## src/rtl/ppc_pkg.sv

```systemverilog
package ppc_pkg;
	// register-file addresses, set 1 bank 1
	localparam logic [7:0] PPC_ADDR_P1_CTRL_HIGH = 8'he5;
	localparam logic [7:0] PPC_ADDR_P1_CTRL_LOW = 8'he6;
	localparam logic [7:0] PPC_ADDR_P1_PULLUP = 8'he7;
	localparam logic [7:0] PPC_ADDR_P2_CTRL_HIGH = 8'he8;
	localparam logic [7:0] PPC_ADDR_P2_CTRL_LOW = 8'he9;
	// implemented-bit masks
	localparam logic [7:0] PPC_MASK_P1_CTRL_HIGH = 8'h3f;
	localparam logic [7:0] PPC_MASK_P1_PULLUP = 8'h7f;
	localparam logic [7:0] PPC_RESET_VALUE = 8'h00;
	// two-bit mode codes
	localparam logic [1:0] PPC_CODE_INPUT = 2'h0;
	localparam logic [1:0] PPC_CODE_P1_OPEN_DRAIN = 2'h1;
	localparam logic [1:0] PPC_CODE_P2_INPUT_PULLUP = 2'h1;
	localparam logic [1:0] PPC_CODE_PUSH_PULL = 2'h2;
	localparam logic [1:0] PPC_CODE_ALT = 2'h3;
	// port 1 pin numbers of the peripheral signals
	localparam int PPC_PIN_CAPTURE = 0;
	localparam int PPC_PIN_T1_CLOCK = 1;
	localparam int PPC_PIN_T1_OUT = 2;
	localparam int PPC_PIN_BUZZER = 3;
	localparam int PPC_PIN_SER_DOUT = 4;
	localparam int PPC_PIN_SER_CLOCK = 5;
	localparam int PPC_PIN_SER_DIN = 6;
	localparam int PPC_P1_PINS = 7;
	localparam int PPC_P2_PINS = 8;
endpackage

```

## src/rtl/ppc_port_config.sv

```systemverilog
`timescale 1ns/1ns
module ppc_port_config (
	input wire logic clk,
	input wire logic reset,
	input wire logic [7:0] reg_addr,
	input wire logic reg_write,
	input wire logic [7:0] reg_wdata,
	output logic [7:0] reg_rdata,
	input wire logic [ppc_pkg::PPC_P1_PINS-1:0] p1_pin_in,
	output logic [ppc_pkg::PPC_P1_PINS-1:0] p1_pin_out,
	output logic [ppc_pkg::PPC_P1_PINS-1:0] p1_pin_oe,
	output logic [ppc_pkg::PPC_P1_PINS-1:0] p1_pullup_on,
	input wire logic [ppc_pkg::PPC_P1_PINS-1:0] p1_data_out,
	output logic [ppc_pkg::PPC_P1_PINS-1:0] p1_data_in,
	input wire logic [ppc_pkg::PPC_P2_PINS-1:0] p2_pin_in,
	output logic [ppc_pkg::PPC_P2_PINS-1:0] p2_pin_out,
	output logic [ppc_pkg::PPC_P2_PINS-1:0] p2_pin_oe,
	output logic [ppc_pkg::PPC_P2_PINS-1:0] p2_pullup_on,
	input wire logic [ppc_pkg::PPC_P2_PINS-1:0] p2_data_out,
	output logic [ppc_pkg::PPC_P2_PINS-1:0] p2_data_in,
	output logic [ppc_pkg::PPC_P2_PINS-1:0] p2_analog_select,
	output logic brownout_reference_input,
	input wire logic serial_clock_output,
	input wire logic serial_data_output,
	input wire logic buzzer_output,
	input wire logic timer1_toggle_output,
	input wire logic timer1_pwm_output,
	input wire logic timer1_pwm_select,
	output logic serial_clock_input,
	output logic serial_data_input,
	output logic timer1_external_clock,
	output logic timer1_capture_input
);
	import ppc_pkg::*;

	localparam int P1 = PPC_P1_PINS;
	localparam int P2 = PPC_P2_PINS;

	typedef struct packed {
		logic [7:0] p1_ctrl_high;
		logic [7:0] p1_ctrl_low;
		logic [7:0] p1_pullup;
		logic [7:0] p2_ctrl_high;
		logic [7:0] p2_ctrl_low;
		logic [P1-1:0] p1_sync1;
		logic [P1-1:0] p1_sync2;
		logic [P2-1:0] p2_sync1;
		logic [P2-1:0] p2_sync2;
		logic [7:0] rdata;
		logic [P1-1:0] p1_out;
		logic [P1-1:0] p1_oe;
		logic [P1-1:0] p1_pu;
		logic [P2-1:0] p2_out;
		logic [P2-1:0] p2_oe;
		logic [P2-1:0] p2_pu;
		logic [P2-1:0] p2_ana;
		logic bld_ref;
		logic ser_clk_in;
		logic ser_din;
		logic t1_clk;
		logic t1_cap;
	} ppc_state_t;

	ppc_state_t state_r;
	ppc_state_t state_nxt;

	// field of pin n in a 16-bit {high, low} control pair
	function automatic logic [1:0] ppc_field(input logic [15:0] pair, input int n);
		ppc_field = pair[2*n +: 2];
	endfunction

	logic [15:0] p1_pair;
	logic [15:0] p2_pair;
	logic [P1-1:0] p1_alt_val;
	logic [P1-1:0] p1_alt_ok;

	assign p1_pair = {state_r.p1_ctrl_high, state_r.p1_ctrl_low};
	assign p2_pair = {state_r.p2_ctrl_high, state_r.p2_ctrl_low};

	////////////////////////////////////////////////////////////////
	always_comb begin
		p1_alt_val = '0;
		p1_alt_ok = '0;
		p1_alt_val[PPC_PIN_SER_CLOCK] = serial_clock_output;
		p1_alt_val[PPC_PIN_SER_DOUT] = serial_data_output;
		p1_alt_val[PPC_PIN_BUZZER] = buzzer_output;
		// timer output: toggle or pwm, as the timer selects
		p1_alt_val[PPC_PIN_T1_OUT] = timer1_pwm_select ? timer1_pwm_output
			: timer1_toggle_output;
		p1_alt_ok[PPC_PIN_SER_CLOCK] = 1'b1;
		p1_alt_ok[PPC_PIN_SER_DOUT] = 1'b1;
		p1_alt_ok[PPC_PIN_BUZZER] = 1'b1;
		p1_alt_ok[PPC_PIN_T1_OUT] = 1'b1;
	end

	////////////////////////////////////////////////////////////////
	always_comb begin
		state_nxt = state_r;
		// pins are asynchronous: two flops before use
		state_nxt.p1_sync1 = p1_pin_in;
		state_nxt.p1_sync2 = state_r.p1_sync1;
		state_nxt.p2_sync1 = p2_pin_in;
		state_nxt.p2_sync2 = state_r.p2_sync1;

		// cpu port is a register-addressed file access
		if (reg_write) begin
			unique case (reg_addr)
				PPC_ADDR_P1_CTRL_HIGH: state_nxt.p1_ctrl_high = reg_wdata & PPC_MASK_P1_CTRL_HIGH;
				PPC_ADDR_P1_CTRL_LOW: state_nxt.p1_ctrl_low = reg_wdata;
				PPC_ADDR_P1_PULLUP: state_nxt.p1_pullup = reg_wdata & PPC_MASK_P1_PULLUP;
				PPC_ADDR_P2_CTRL_HIGH: state_nxt.p2_ctrl_high = reg_wdata;
				PPC_ADDR_P2_CTRL_LOW: state_nxt.p2_ctrl_low = reg_wdata;
				default: ;
			endcase
		end
		unique case (reg_addr)
			PPC_ADDR_P1_CTRL_HIGH: state_nxt.rdata = state_r.p1_ctrl_high;
			PPC_ADDR_P1_CTRL_LOW: state_nxt.rdata = state_r.p1_ctrl_low;
			PPC_ADDR_P1_PULLUP: state_nxt.rdata = state_r.p1_pullup;
			PPC_ADDR_P2_CTRL_HIGH: state_nxt.rdata = state_r.p2_ctrl_high;
			PPC_ADDR_P2_CTRL_LOW: state_nxt.rdata = state_r.p2_ctrl_low;
			default: state_nxt.rdata = 8'h00;
		endcase

		for (int n = 0; n < P1; n++) begin
			unique case (ppc_field(p1_pair, n))
				PPC_CODE_INPUT: begin
					state_nxt.p1_oe[n] = 1'b0;
					state_nxt.p1_out[n] = 1'b0;
					state_nxt.p1_pu[n] = state_r.p1_pullup[n];
				end
				PPC_CODE_P1_OPEN_DRAIN: begin
					// drive low only; high is released
					state_nxt.p1_oe[n] = ~p1_data_out[n];
					state_nxt.p1_out[n] = 1'b0;
					state_nxt.p1_pu[n] = state_r.p1_pullup[n];
				end
				PPC_CODE_PUSH_PULL: begin
					state_nxt.p1_oe[n] = 1'b1;
					state_nxt.p1_out[n] = p1_data_out[n];
					state_nxt.p1_pu[n] = 1'b0;
				end
				PPC_CODE_ALT: begin
					// unused on pins 0, 1, 6: pin floats
					state_nxt.p1_oe[n] = p1_alt_ok[n];
					state_nxt.p1_out[n] = p1_alt_val[n] & p1_alt_ok[n];
					state_nxt.p1_pu[n] = 1'b0;
				end
			endcase
		end

		for (int n = 0; n < P2; n++) begin
			unique case (ppc_field(p2_pair, n))
				PPC_CODE_INPUT: begin
					state_nxt.p2_oe[n] = 1'b0;
					state_nxt.p2_out[n] = 1'b0;
					state_nxt.p2_pu[n] = 1'b0;
					state_nxt.p2_ana[n] = 1'b0;
				end
				PPC_CODE_P2_INPUT_PULLUP: begin
					state_nxt.p2_oe[n] = 1'b0;
					state_nxt.p2_out[n] = 1'b0;
					state_nxt.p2_pu[n] = 1'b1;
					state_nxt.p2_ana[n] = 1'b0;
				end
				PPC_CODE_PUSH_PULL: begin
					state_nxt.p2_oe[n] = 1'b1;
					state_nxt.p2_out[n] = p2_data_out[n];
					state_nxt.p2_pu[n] = 1'b0;
					state_nxt.p2_ana[n] = 1'b0;
				end
				PPC_CODE_ALT: begin
					state_nxt.p2_oe[n] = 1'b0;
					state_nxt.p2_out[n] = 1'b0;
					state_nxt.p2_pu[n] = 1'b0;
					state_nxt.p2_ana[n] = 1'b1;
				end
			endcase
		end
		state_nxt.bld_ref = state_nxt.p2_ana[P2-1];

		// peripheral inputs follow the pin only in input code
		state_nxt.ser_din = (ppc_field(p1_pair, PPC_PIN_SER_DIN) == PPC_CODE_INPUT)
			& state_r.p1_sync2[PPC_PIN_SER_DIN];
		state_nxt.ser_clk_in = (ppc_field(p1_pair, PPC_PIN_SER_CLOCK) == PPC_CODE_INPUT)
			& state_r.p1_sync2[PPC_PIN_SER_CLOCK];
		state_nxt.t1_clk = (ppc_field(p1_pair, PPC_PIN_T1_CLOCK) == PPC_CODE_INPUT)
			& state_r.p1_sync2[PPC_PIN_T1_CLOCK];
		state_nxt.t1_cap = (ppc_field(p1_pair, PPC_PIN_CAPTURE) == PPC_CODE_INPUT)
			& state_r.p1_sync2[PPC_PIN_CAPTURE];

		if (reset) begin
			state_nxt = '0;
			state_nxt.p1_ctrl_high = PPC_RESET_VALUE;
			state_nxt.p1_ctrl_low = PPC_RESET_VALUE;
			state_nxt.p1_pullup = PPC_RESET_VALUE;
			state_nxt.p2_ctrl_high = PPC_RESET_VALUE;
			state_nxt.p2_ctrl_low = PPC_RESET_VALUE;
		end
	end

	always_ff @(posedge clk) begin
		state_r <= state_nxt;
	end

	////////////////////////////////////////////////////////////////
	assign reg_rdata = state_r.rdata;
	assign p1_pin_out = state_r.p1_out;
	assign p1_pin_oe = state_r.p1_oe;
	assign p1_pullup_on = state_r.p1_pu;
	assign p1_data_in = state_r.p1_sync2;
	assign p2_pin_out = state_r.p2_out;
	assign p2_pin_oe = state_r.p2_oe;
	assign p2_pullup_on = state_r.p2_pu;
	assign p2_data_in = state_r.p2_sync2;
	assign p2_analog_select = state_r.p2_ana;
	assign brownout_reference_input = state_r.bld_ref;
	assign serial_clock_input = state_r.ser_clk_in;
	assign serial_data_input = state_r.ser_din;
	assign timer1_external_clock = state_r.t1_clk;
	assign timer1_capture_input = state_r.t1_cap;
endmodule

```

## config.mk

```make
export PLATFORM = sky130hd
export DESIGN_NAME = ppc_port_config
export DESIGN_NICKNAME = d
export VERILOG_FILES = /design/src/rtl/ppc_pkg.sv /design/src/rtl/ppc_port_config.sv
export SDC_FILE = /design/constraint.sdc
export NUM_CORES = 1
export LEC_CHECK = 0
export ABC_CLOCK_PERIOD_IN_PS = 1400
export BUFFER_PORTS_ARGS = -buffer_cell sky130_fd_sc_hd__buf_2
export CAP_MARGIN = 0
export CORE_MARGIN = 4
export CORE_UTILIZATION = 50
export DETAILED_ROUTE_END_ITERATION = 10
export GPL_ROUTABILITY_DRIVEN = 0
export PLACE_DENSITY = 0.76
export SLEW_MARGIN = 40
export SYNTH_ARGS = -nofsm -noshare
export SYNTH_HDL_FRONTEND = slang
export SYNTH_SLANG_ARGS = --single-unit
```

## constraint.sdc

```tcl
create_clock -name clk -period 1.4 [get_ports clk]
set_input_delay 0.21 -clock clk [delete_from_list [all_inputs] [get_ports clk]]
set_output_delay 0.21 -clock clk [all_outputs]
set_load 0.005 [all_outputs]
```

==> results of run 1 <==
## power by group through the flow
stage	sequential, mW	combinational (mW)	clock (mW)
after detailed placement	3.90	0.303	0
after global routing	3.82	0.413	5.13
after floorplan	3.89	0.178	0
final	3.81	0.379	4.86
after CTS	3.81	0.377	4.94
after global placement	3.89	0.295	0
## kinds of logic after synthesis
family                   share of synthesized area [%]
buffers and inverters                            14.68
flip-flops                                       51.08
AO/OA/AOI/OAI                                    2.829
adder cells (fa/ha/maj)                          1.935
multiplexers                                     11.37
AND/OR/NAND/NOR                                  18.11
## final timing paths
| check | cells past startpoint | slack, ns | endpoint | from |
|---|---|---|---|---|
| worst max-delay path | 3 | 0.08 | p1_pin_out[4] | p1_pair[8] |
| worst min-delay path | 3 | 0.02 | p2_pair[15] | reg_wdata[7] |
| worst min register to register | 1 | 0.43 | p2_data_in[6] | state_r[80] |
| worst max register to register | 3 | 0.08 | p1_pin_out[4] | p1_pair[8] |
## cell type report
cell class / count / area (sq um) / share of cell area, %
clock inverters: 14 / 232.7 / 3.604
flip-flops and latches: 132 / 2643 / 40.92
multi-input cells: 240 / 1772 / 27.44
well taps: 133 / 166.4 / 2.577
repair buffers: 184 / 1141 / 17.67
clock buffers: 18 / 427.9 / 6.627
inverters: 20 / 75.07 / 1.163
## flip-flops by register name, indices dropped and copies added, names as in the netlist
| name | cells |
|---|---|
| p1_data_in | 7 |
| p1_pair | 14 |
| p1_pin_oe | 7 |
| p1_pin_out | 7 |
| p1_pullup_on | 7 |
| p2_analog_select | 8 |
| p2_data_in | 8 |
| p2_pair | 16 |
| p2_pin_oe | 8 |
| p2_pin_out | 8 |
| p2_pullup_on | 8 |
| reg_rdata | 8 |
| serial_clock_input | 1 |
| serial_data_input | 1 |
| state_r | 22 |
| timer1_capture_input | 1 |
| timer1_external_clock | 1 |
## timing repair
item,CTS,global route
endpoints found under the hold margin,32,0
resized for setup,0,0
hold buffers,34,0
## worst reg2reg max path, delay by kind of cell (launching register included)
kind | cells | cell delay, ns
buffers and inverters | 1 | 0.57
muxes | 1 | 0.21
DFF | 1 | 0.40
and+or+nand+nor | 1 | 0.04
## per-layer routing
metal  track usage (%)  wire length (um)  vias to the layer above
met5                 0                 0                        -
met4             8.014               230                        0
met3             4.932               586                       21
met2             31.82              5443                      113
met1             21.37              4373                     1612
li1                  -                 -                     1736
## synth_stat cells (3+ instances only)
master	n	area [sq um]
nand3_1	3	15.01
and2_1	8	50.05
nor3_1	9	45.04
ha_1	8	100.1
nor4b_1	5	43.79
mux2_2	14	157.7
dfxtp_1	132	2643
a211oi_1	4	30.03
nor2b_1	30	187.7
nor2_1	38	142.6
a22oi_1	4	30.03
nor3b_1	3	22.52
inv_1	20	75.07
clkbuf_1	8	30.03
nand2b_1	46	287.8
buf_2	4	20.02
a222oi_1	4	40.04
buf_4	81	608.1
nand2_1	3	11.26
a21oi_1	5	25.02
mux2i_1	43	430.4
## stage by stage
step	hold slack [ns]	util [%]
final	0.02479	65.16
after global routing	0.02950	65.16
after CTS	0.009703	65.16
after detailed placement	0.4147	55.06
after global placement	0.4088	55.06
after floorplan	0.3317	-
==> flow_summary.toml, run 1 <==
[timing]
worst_slack_ns = 0.08111
tns_ns = 0
worstMarginPinSlew_ns = 0.3853
grt_setup_unrepaired = "false"
slew_headroom_pct = 74.26
clock.fmax_ghz = 0.7582
hold_viol = 0
drv_slew = 0
setup_viol = 0
fin_worst_skew_ns = 0.004912
period_needed_ns = 1.319
fin_crit_sh_pct = 94.21

[placement]
io_buffers = 135
hpwlAfterDp_mm = 7.552
post-place-ws_ns = -0.06376
dp.cells = 675
dpl_cell_area_sq_um = 5456

[power_and_ir_drop]
p_comb_share_pct = 4.2
p_clk_share_pct = 53.7
powerDensity_nw_per_um2 = 1402
finalPower_mw = 9.053
p_leak_nw = 3.038
p_sw_mw = 1.745
power_frac_seq_pct = 42.1
vdd_ir_drop_max_mv = 0.6818
intPower_mw = 7.308
power_switching_share_pct = 19.28

[critical_path]
path_cells = "mux2i_1 > dlygate4sd3_1 > nor2_1"
end_kind = "flip-flop"
path_class = "reg -> reg"
critical_path_required_ns = 1.81
start_kind = "flip-flop"
critical_path.slowest_cell = "dlygate4sd3_1"
cp_max_fo = 4
cp.arrival_ns = 1.73
crit_family = "buffers and inverters"
cpPeakStageDelay_ns = 0.57
crit_buf_inv = 1

[routing]
detail_route.wl_per_cell_um = 14.35
via_per_inst = 4.699
detail-route-antenna-nets = 0
firstDrtPassIters = 5
vias = 3482
routed_wl_mm = 10.63
drc = 0
drt_iter0_markers = 221

[synthesis]
synth_area_per_cell_sq_um = 10.60
synthArstFlopShare_pct = 0
synth.yosys.warnings = 0
synth_seq_cells = 132
synth_enable_flop_cells = 0
synth_cell_types = 34
synth_nets = 551
netlist_area_sq_um = 5174
ys_seq_area_share_pct = 51.08
syn_inst = 488
synthFlopType = "dfxtp_1"

[die]
die-area_sq_um = 12040
num_rows = 36
die_h_um = 109.7
die_x_um = 109.7
start_util_pct = 52.21
core_area_sq_um = 9910
io_pins = 136

[layout]
finalInstanceArea_sq_um = 6457
layout_commonest_cell = "buf_2"
final_cell_mix = "buf_2 (135), dfxtp_1 (132), nand2b_1 (46), mux2i_1 (43), nor2_1 (38)"
area_growth_pct = 24.81
drive_above_1_share_pct = 33.39
stdcell_count = 741
diodes = 0
fill_cells = 784
nets = 658

[job]
drv_cap = 0

[global_routing]
grt_usage_pct = 18.42
overflow = 0
grt_pass1_wl_mm = 17.01
antenna_found_initial = 0
grt_max_degree = 61
grt_pass1_vias = 3563

[cts]
numCtsBuffers = 17
clkSlewWorstSetupHoldPaths_ns = 0.06
cts_max_level = 4
cts_root_buffer = "clkbuf_8"
cts_sinks = 132
post_cts_buffers = 0
cts_tree = "done"
cts_max_path_buffers = 2
worstSkewPairLatency_ns = 0.51

[status]
outcome = "completed"

[worst_hold_path]
hp-class = "in -> reg"
No activity file was read; power rests on OpenSTA's default activity.
==> run 2, diff against run 1 <==
--- a/config.mk
+++ b/config.mk
@@ -11,7 +11,7 @@
 export CORE_MARGIN = 4
 export CORE_UTILIZATION = 50
 export DETAILED_ROUTE_END_ITERATION = 10
-export GPL_ROUTABILITY_DRIVEN = 0
+export GPL_TIMING_DRIVEN = 0
 export PLACE_DENSITY = 0.76
 export SLEW_MARGIN = 40
 export SYNTH_ARGS = -nofsm -noshare
==> run 2 against run 1 <==
Net effect: worst setup slack improved by 0.012 ns; register-to-register slack about the same; highest routed layer unchanged; global-route usage increased by 1.7 points; critical endpoint is now p1_pin_out[3].
==> flow_summary.toml, run 2 (synthesis results as in run 1) <==
[routing]
vias = 3789
detail_route.wl_per_cell_um = 14.25
via_per_inst = 4.615
detail-route-antenna-nets = 0
firstDrtPassIters = 4
drt_iter0_markers = 168
drc = 0
routed_wl_mm = 11.70

[critical_path]
path_class = "reg -> reg"
path_cells = "mux2i_1 > dlygate4sd3_1 > nor2_1"
critical_path.slowest_cell = "dlygate4sd3_1"
start_kind = "flip-flop"
crit_buf_inv = 1
end_kind = "flip-flop"
critical_path_required_ns = 1.80
crit_family = "buffers and inverters"
ff2ff_path_depth = 3
cp_max_fo = 4
rr_endpoint = "p1_pin_out[3]"
cp.arrival_ns = 1.71
reg2reg_slack_ns = 0.09
cpPeakStageDelay_ns = 0.56
r2r_start = "p1_pair[6]"

[global_routing]
antenna_found_initial = 0
grt_usage_pct = 20.14
grt_max_degree = 17
grt_pass1_wl_mm = 18.17
grt_pass1_vias = 3843
overflow = 0

[layout]
layout_commonest_cell = "buf_2"
post-route-util_pct = 69.87
diodes = 0
nets = 738
stdcell_count = 821
final_cell_mix = "buf_2 (139), dfxtp_1 (131), buf_4 (81), nand2b_1 (46), mux2i_1 (43)"
drive_above_1_share_pct = 39.97
largest_reg_flops = 22
area_growth_pct = 33.83
top_register = "state_r"
fill_cells = 771

[timing]
worstMarginPinSlew_ns = 0.6020
slew_headroom_pct = 59.86
hold_viol = 0
drv_slew = 0
clock.fmax_ghz = 0.7654
fin_crit_sh_pct = 93.32
setup_viol = 0
period_needed_ns = 1.306
grt_setup_unrepaired = "false"
fin_worst_skew_ns = 0.008013

[die]
die-area_sq_um = 12040
die_x_um = 109.7
num_rows = 36
die_h_um = 109.7
start_util_pct = 52.21
core_area_sq_um = 9910
io_pins = 136

[placement]
routabilityCongestion = 0.8807
dp.cells = 756
io_buffers = 135
hpwlAfterDp_mm = 8.299

[job]
drv_cap = 0

[cts]
cts_tree = "done"
post_cts_buffers = 0
cts_max_path_buffers = 2
worstSkewPairLatency_ns = 0.51
clkSlewWorstSetupHoldPaths_ns = 0.06
numCtsBuffers = 17
cts_root_buffer = "clkbuf_8"
cts_max_level = 4
cts_sinks = 132

[power_and_ir_drop]
p_comb_share_pct = 4.9
p_clk_share_pct = 49.8
p_leak_nw = 3.383
p_sw_mw = 1.770
powerDensity_nw_per_um2 = 1216
power_frac_seq_pct = 45.3
finalPower_mw = 8.423
power_switching_share_pct = 21.01
vdd_ir_drop_max_mv = 0.7299
intPower_mw = 6.653

[worst_hold_path]
hp-class = "in -> reg"
hold-path-endpoint = "p1_pin_oe[4]"
min_path_cells = 4
min_from = "p1_data_out[4]"

[status]
outcome = "completed"
run 2: worst max-delay path by stage:
stage | endpoint | startpoint | depth (start not counted)
floorplan | reg_rdata[0] | reg_addr[0] | 4
detailed placement | p1_pin_oe[4] | reset | 5
CTS | p1_pin_out[5] | p1_pair[10] | 3
global placement | p1_pin_oe[0] | reset | 5
global route | p1_pin_out[3] | p1_pair[6] | 3
finish | p1_pin_out[3] | p1_pair[6] | 3
run 2: per-layer routing:
layer  GRT usage (%)  part of all wire (%)  wire length, um
met1           22.26                    39             4588
met2           35.31                    52             6121
met3           5.696                   6.6              773
met4           9.973                   1.9              217
met5               0                     0                0
run 2: final cells by class:
class	count	area [sq um]	area share, %
timing repair buffer	168	1006	14.53
sequential	132	2644	38.18
tap	133	166.4	2.403
clock buffer	20	445.4	6.433
inverter	20	75.07	1.084
buffer	96	684.4	9.884
multi-input combinational	240	1772	25.59
clock inverter	12	131.4	1.897
run 2: power by group through the flow:
stage / Clock (mW) / Combinational [mW] / Sequential (mW)
2_1_floorplan: 0 / 0.178 / 3.89
3_3_place_gp: 0 / 0.326 / 3.89
3_5_place_dp: 0 / 0.336 / 3.90
4_1_cts: 4.26 / 0.411 / 3.82
5_1_grt: 4.42 / 0.447 / 3.82
6_report: 4.20 / 0.411 / 3.82
run 2: timing repair:
item	CTS	global route
hold endpoints to repair	30	0
hold buffers	33	0
gates resized for setup	0	1
setup endpoints to repair	0	1
run 2: metrics by stage:
stage | instance area, sq um | setup WS [ns] | hold WS [ns] | TNS, ns
6_report | 6924 | 0.09351 | 0.02122 | 0
2_1_floorplan | 5174 | 0.2039 | 0.3317 | 0
5_1_grt | 6924 | 0.03168 | 0.02342 | 0
3_3_place_gp | 6016 | -0.2483 | 0.4090 | -4.304
3_5_place_dp | 6016 | -0.2751 | 0.4140 | -6.154
4_1_cts | 6923 | 0.06001 | 0.005244 | 0
run 2: worst register-to-register path, delay by kind of cell, from the launching register on:
| kind | cells | cell delay (ns) |
|---|---|---|
| buf+inv | 1 | 0.56 |
| flops | 1 | 0.41 |
| mux | 1 | 0.20 |
| simple gates | 1 | 0.04 |
==> run 3, diff against run 2 <==
--- a/config.mk
+++ b/config.mk
@@ -5,14 +5,12 @@
 export SDC_FILE = /design/constraint.sdc
 export NUM_CORES = 1
 export LEC_CHECK = 0
-export ABC_CLOCK_PERIOD_IN_PS = 1400
+export ABC_CLOCK_PERIOD_IN_PS = 1070
 export BUFFER_PORTS_ARGS = -buffer_cell sky130_fd_sc_hd__buf_2
 export CAP_MARGIN = 0
-export CORE_MARGIN = 4
-export CORE_UTILIZATION = 50
+export CORE_UTILIZATION = 47
 export DETAILED_ROUTE_END_ITERATION = 10
-export GPL_TIMING_DRIVEN = 0
-export PLACE_DENSITY = 0.76
+export PLACE_DENSITY = 0.75
 export SLEW_MARGIN = 40
 export SYNTH_ARGS = -nofsm -noshare
 export SYNTH_HDL_FRONTEND = slang
==> constraint.sdc (replaced) <==
create_clock -name clk -period 1.07 [get_ports clk]
set_input_delay 0.1605 -clock clk [delete_from_list [all_inputs] [get_ports clk]]
set_output_delay 0.1605 -clock clk [all_outputs]
set_load 0.005 [all_outputs]
==> run 3 against run 2 <==
Net effect: the flow now finishes with violations (setup timing); final cell count down 7.4%; cell area down 4.1%; die area decreased by 5.0%; combinational power rose by 30%; highest routed layer unchanged.
==> flow_summary.toml, run 3 (synthesis results as in run 1) <==
[cts]
worstSkewPairLatency_ns = 0.52
numCtsBuffers = 17
cts_sinks = 132
cts_max_level = 4
cts_root_buffer = "clkbuf_8"
clkSlewWorstSetupHoldPaths_ns = 0.06
cts_max_path_buffers = 2
cts_tree = "done"

[layout]
area_growth_pct = 28.32
top_register = "state_r"
largest_reg_flops = 22
fill_cells = 845
post-route-util_pct = 63.17
finalInstanceArea_sq_um = 6639
nets = 677
drive_above_1_share_pct = 40.38
layout_commonest_cell = "buf_2"
diodes = 0
final_cell_mix = "buf_2 (123), dfxtp_1 (99), nand2b_1 (46), mux2i_1 (43), nor2_1 (38)"

[critical_path]
critical_path_required_ns = 0.91
critical_path.slowest_cell = "dfxtp_2"
path_class = "reg -> out"
start_kind = "flip-flop"
cp_max_fo = 1
end_kind = "output pin"
crit_buf_inv = 1
cpPeakStageDelay_ns = 0.32
cp.arrival_ns = 0.96
path_cells = "buf_2"
crit_family = "flip-flops"

[timing]
slew_headroom_pct = 77.71
period_needed_ns = 1.118
setup_viol = 84
fin_worst_skew_ns = 0.007145
worst_slack_ns = -0.04800
worstMarginPinSlew_ns = 0.3344
hold_ws_ns = 0.03685
clock.fmax_ghz = 0.8945
fin_crit_sh_pct = 104.5
drv_slew = 0
grt_setup_unrepaired = "true"
tns_ns = -1.366
hold_viol = 0

[die]
num_rows = 37
io_pins = 136
die-area_sq_um = 11430
core_area_sq_um = 10510
start_util_pct = 49.23
die_x_um = 106.9
die_h_um = 106.9

[placement]
io_buffers = 135
dpl_cell_area_sq_um = 5608
routabilityCongestion = 0.8381
hpwlAfterDp_mm = 7.526

[routing]
firstDrtPassIters = 4
detail_route.wl_per_cell_um = 14.25
routed_wl_mm = 10.83
detail-route-antenna-nets = 0
drt_iter0_markers = 197
drc = 0
via_per_inst = 4.679
vias = 3556

[job]
drv_cap = 0

[worst_hold_path]
hp-class = "in -> reg"

[global_routing]
grt_max_degree = 35
grt_pass1_wl_mm = 17.28
antenna_found_initial = 0
grt_usage_pct = 19.91
overflow = 0
grt_pass1_vias = 3645

[power_and_ir_drop]
vdd_ir_drop_max_mv = 0.7714
p_leak_nw = 3.126
powerDensity_nw_per_um2 = 1627

[status]
violations = "setup timing"
outcome = "complete, but fails checks"
[run 3: routing by layer]
metal | wire length [um] | global-route usage, % | up-vias
li1 | - | - | 1768
met1 | 4546 | 23.07 | 1655
met2 | 5443 | 33.18 | 109
met3 | 546 | 5.289 | 24
met4 | 295 | 11.25 | 0
met5 | 0 | 0 | -
[run 3: cell type report]
class / count / area (sq um) / share of cell area, %
inverters: 20 / 75.07 / 1.131
repair buffers: 203 / 1374 / 20.69
well taps: 136 / 170.2 / 2.563
clock buffers: 24 / 490.5 / 7.388
clock inverters: 5 / 50.05 / 0.7539
multi-input cells: 240 / 1795 / 27.04
flip-flops and latches: 132 / 2684 / 40.43
[run 3: worst paths after layout]
check | from | end | slack (ns) | cells past startpoint
max reg2reg | p2_pair[0] | reg_rdata[0] | -0.03 | 3
min | timer1_toggle_output | p1_pin_out[2] | 0.04 | 3
max | reg_rdata[1] | reg_rdata[1] | -0.05 | 1
min reg2reg | state_r[77] | p2_data_in[3] | 0.43 | 1
[run 3: where the power goes]
part | switching, mW | internal (mW)
registers | 0.0162 | 4.98
logic | 0.220 | 0.314
clock network | 1.94 | 3.33
[run 3: stage by stage]
step | worst slack (ns) | total power, mW | cells
final | -0.04800 | 10.80 | 760
after CTS | -0.06825 | 10.87 | 760
after floorplan | -0.02945 | 5.329 | 488
after global placement | -0.2023 | 5.503 | 696
after global routing | -0.1119 | 11.20 | 760
after detailed placement | -0.2627 | 5.516 | 696
[run 3: what timing repair did]
action,4_1_cts,5_1_grt
buffers inserted,0,0
setup endpoints to repair,85,92
resized for setup,13,37
hold endpoints to repair,43,0
gates cloned,0,0
pin swaps,1,0
hold buffers,35,0
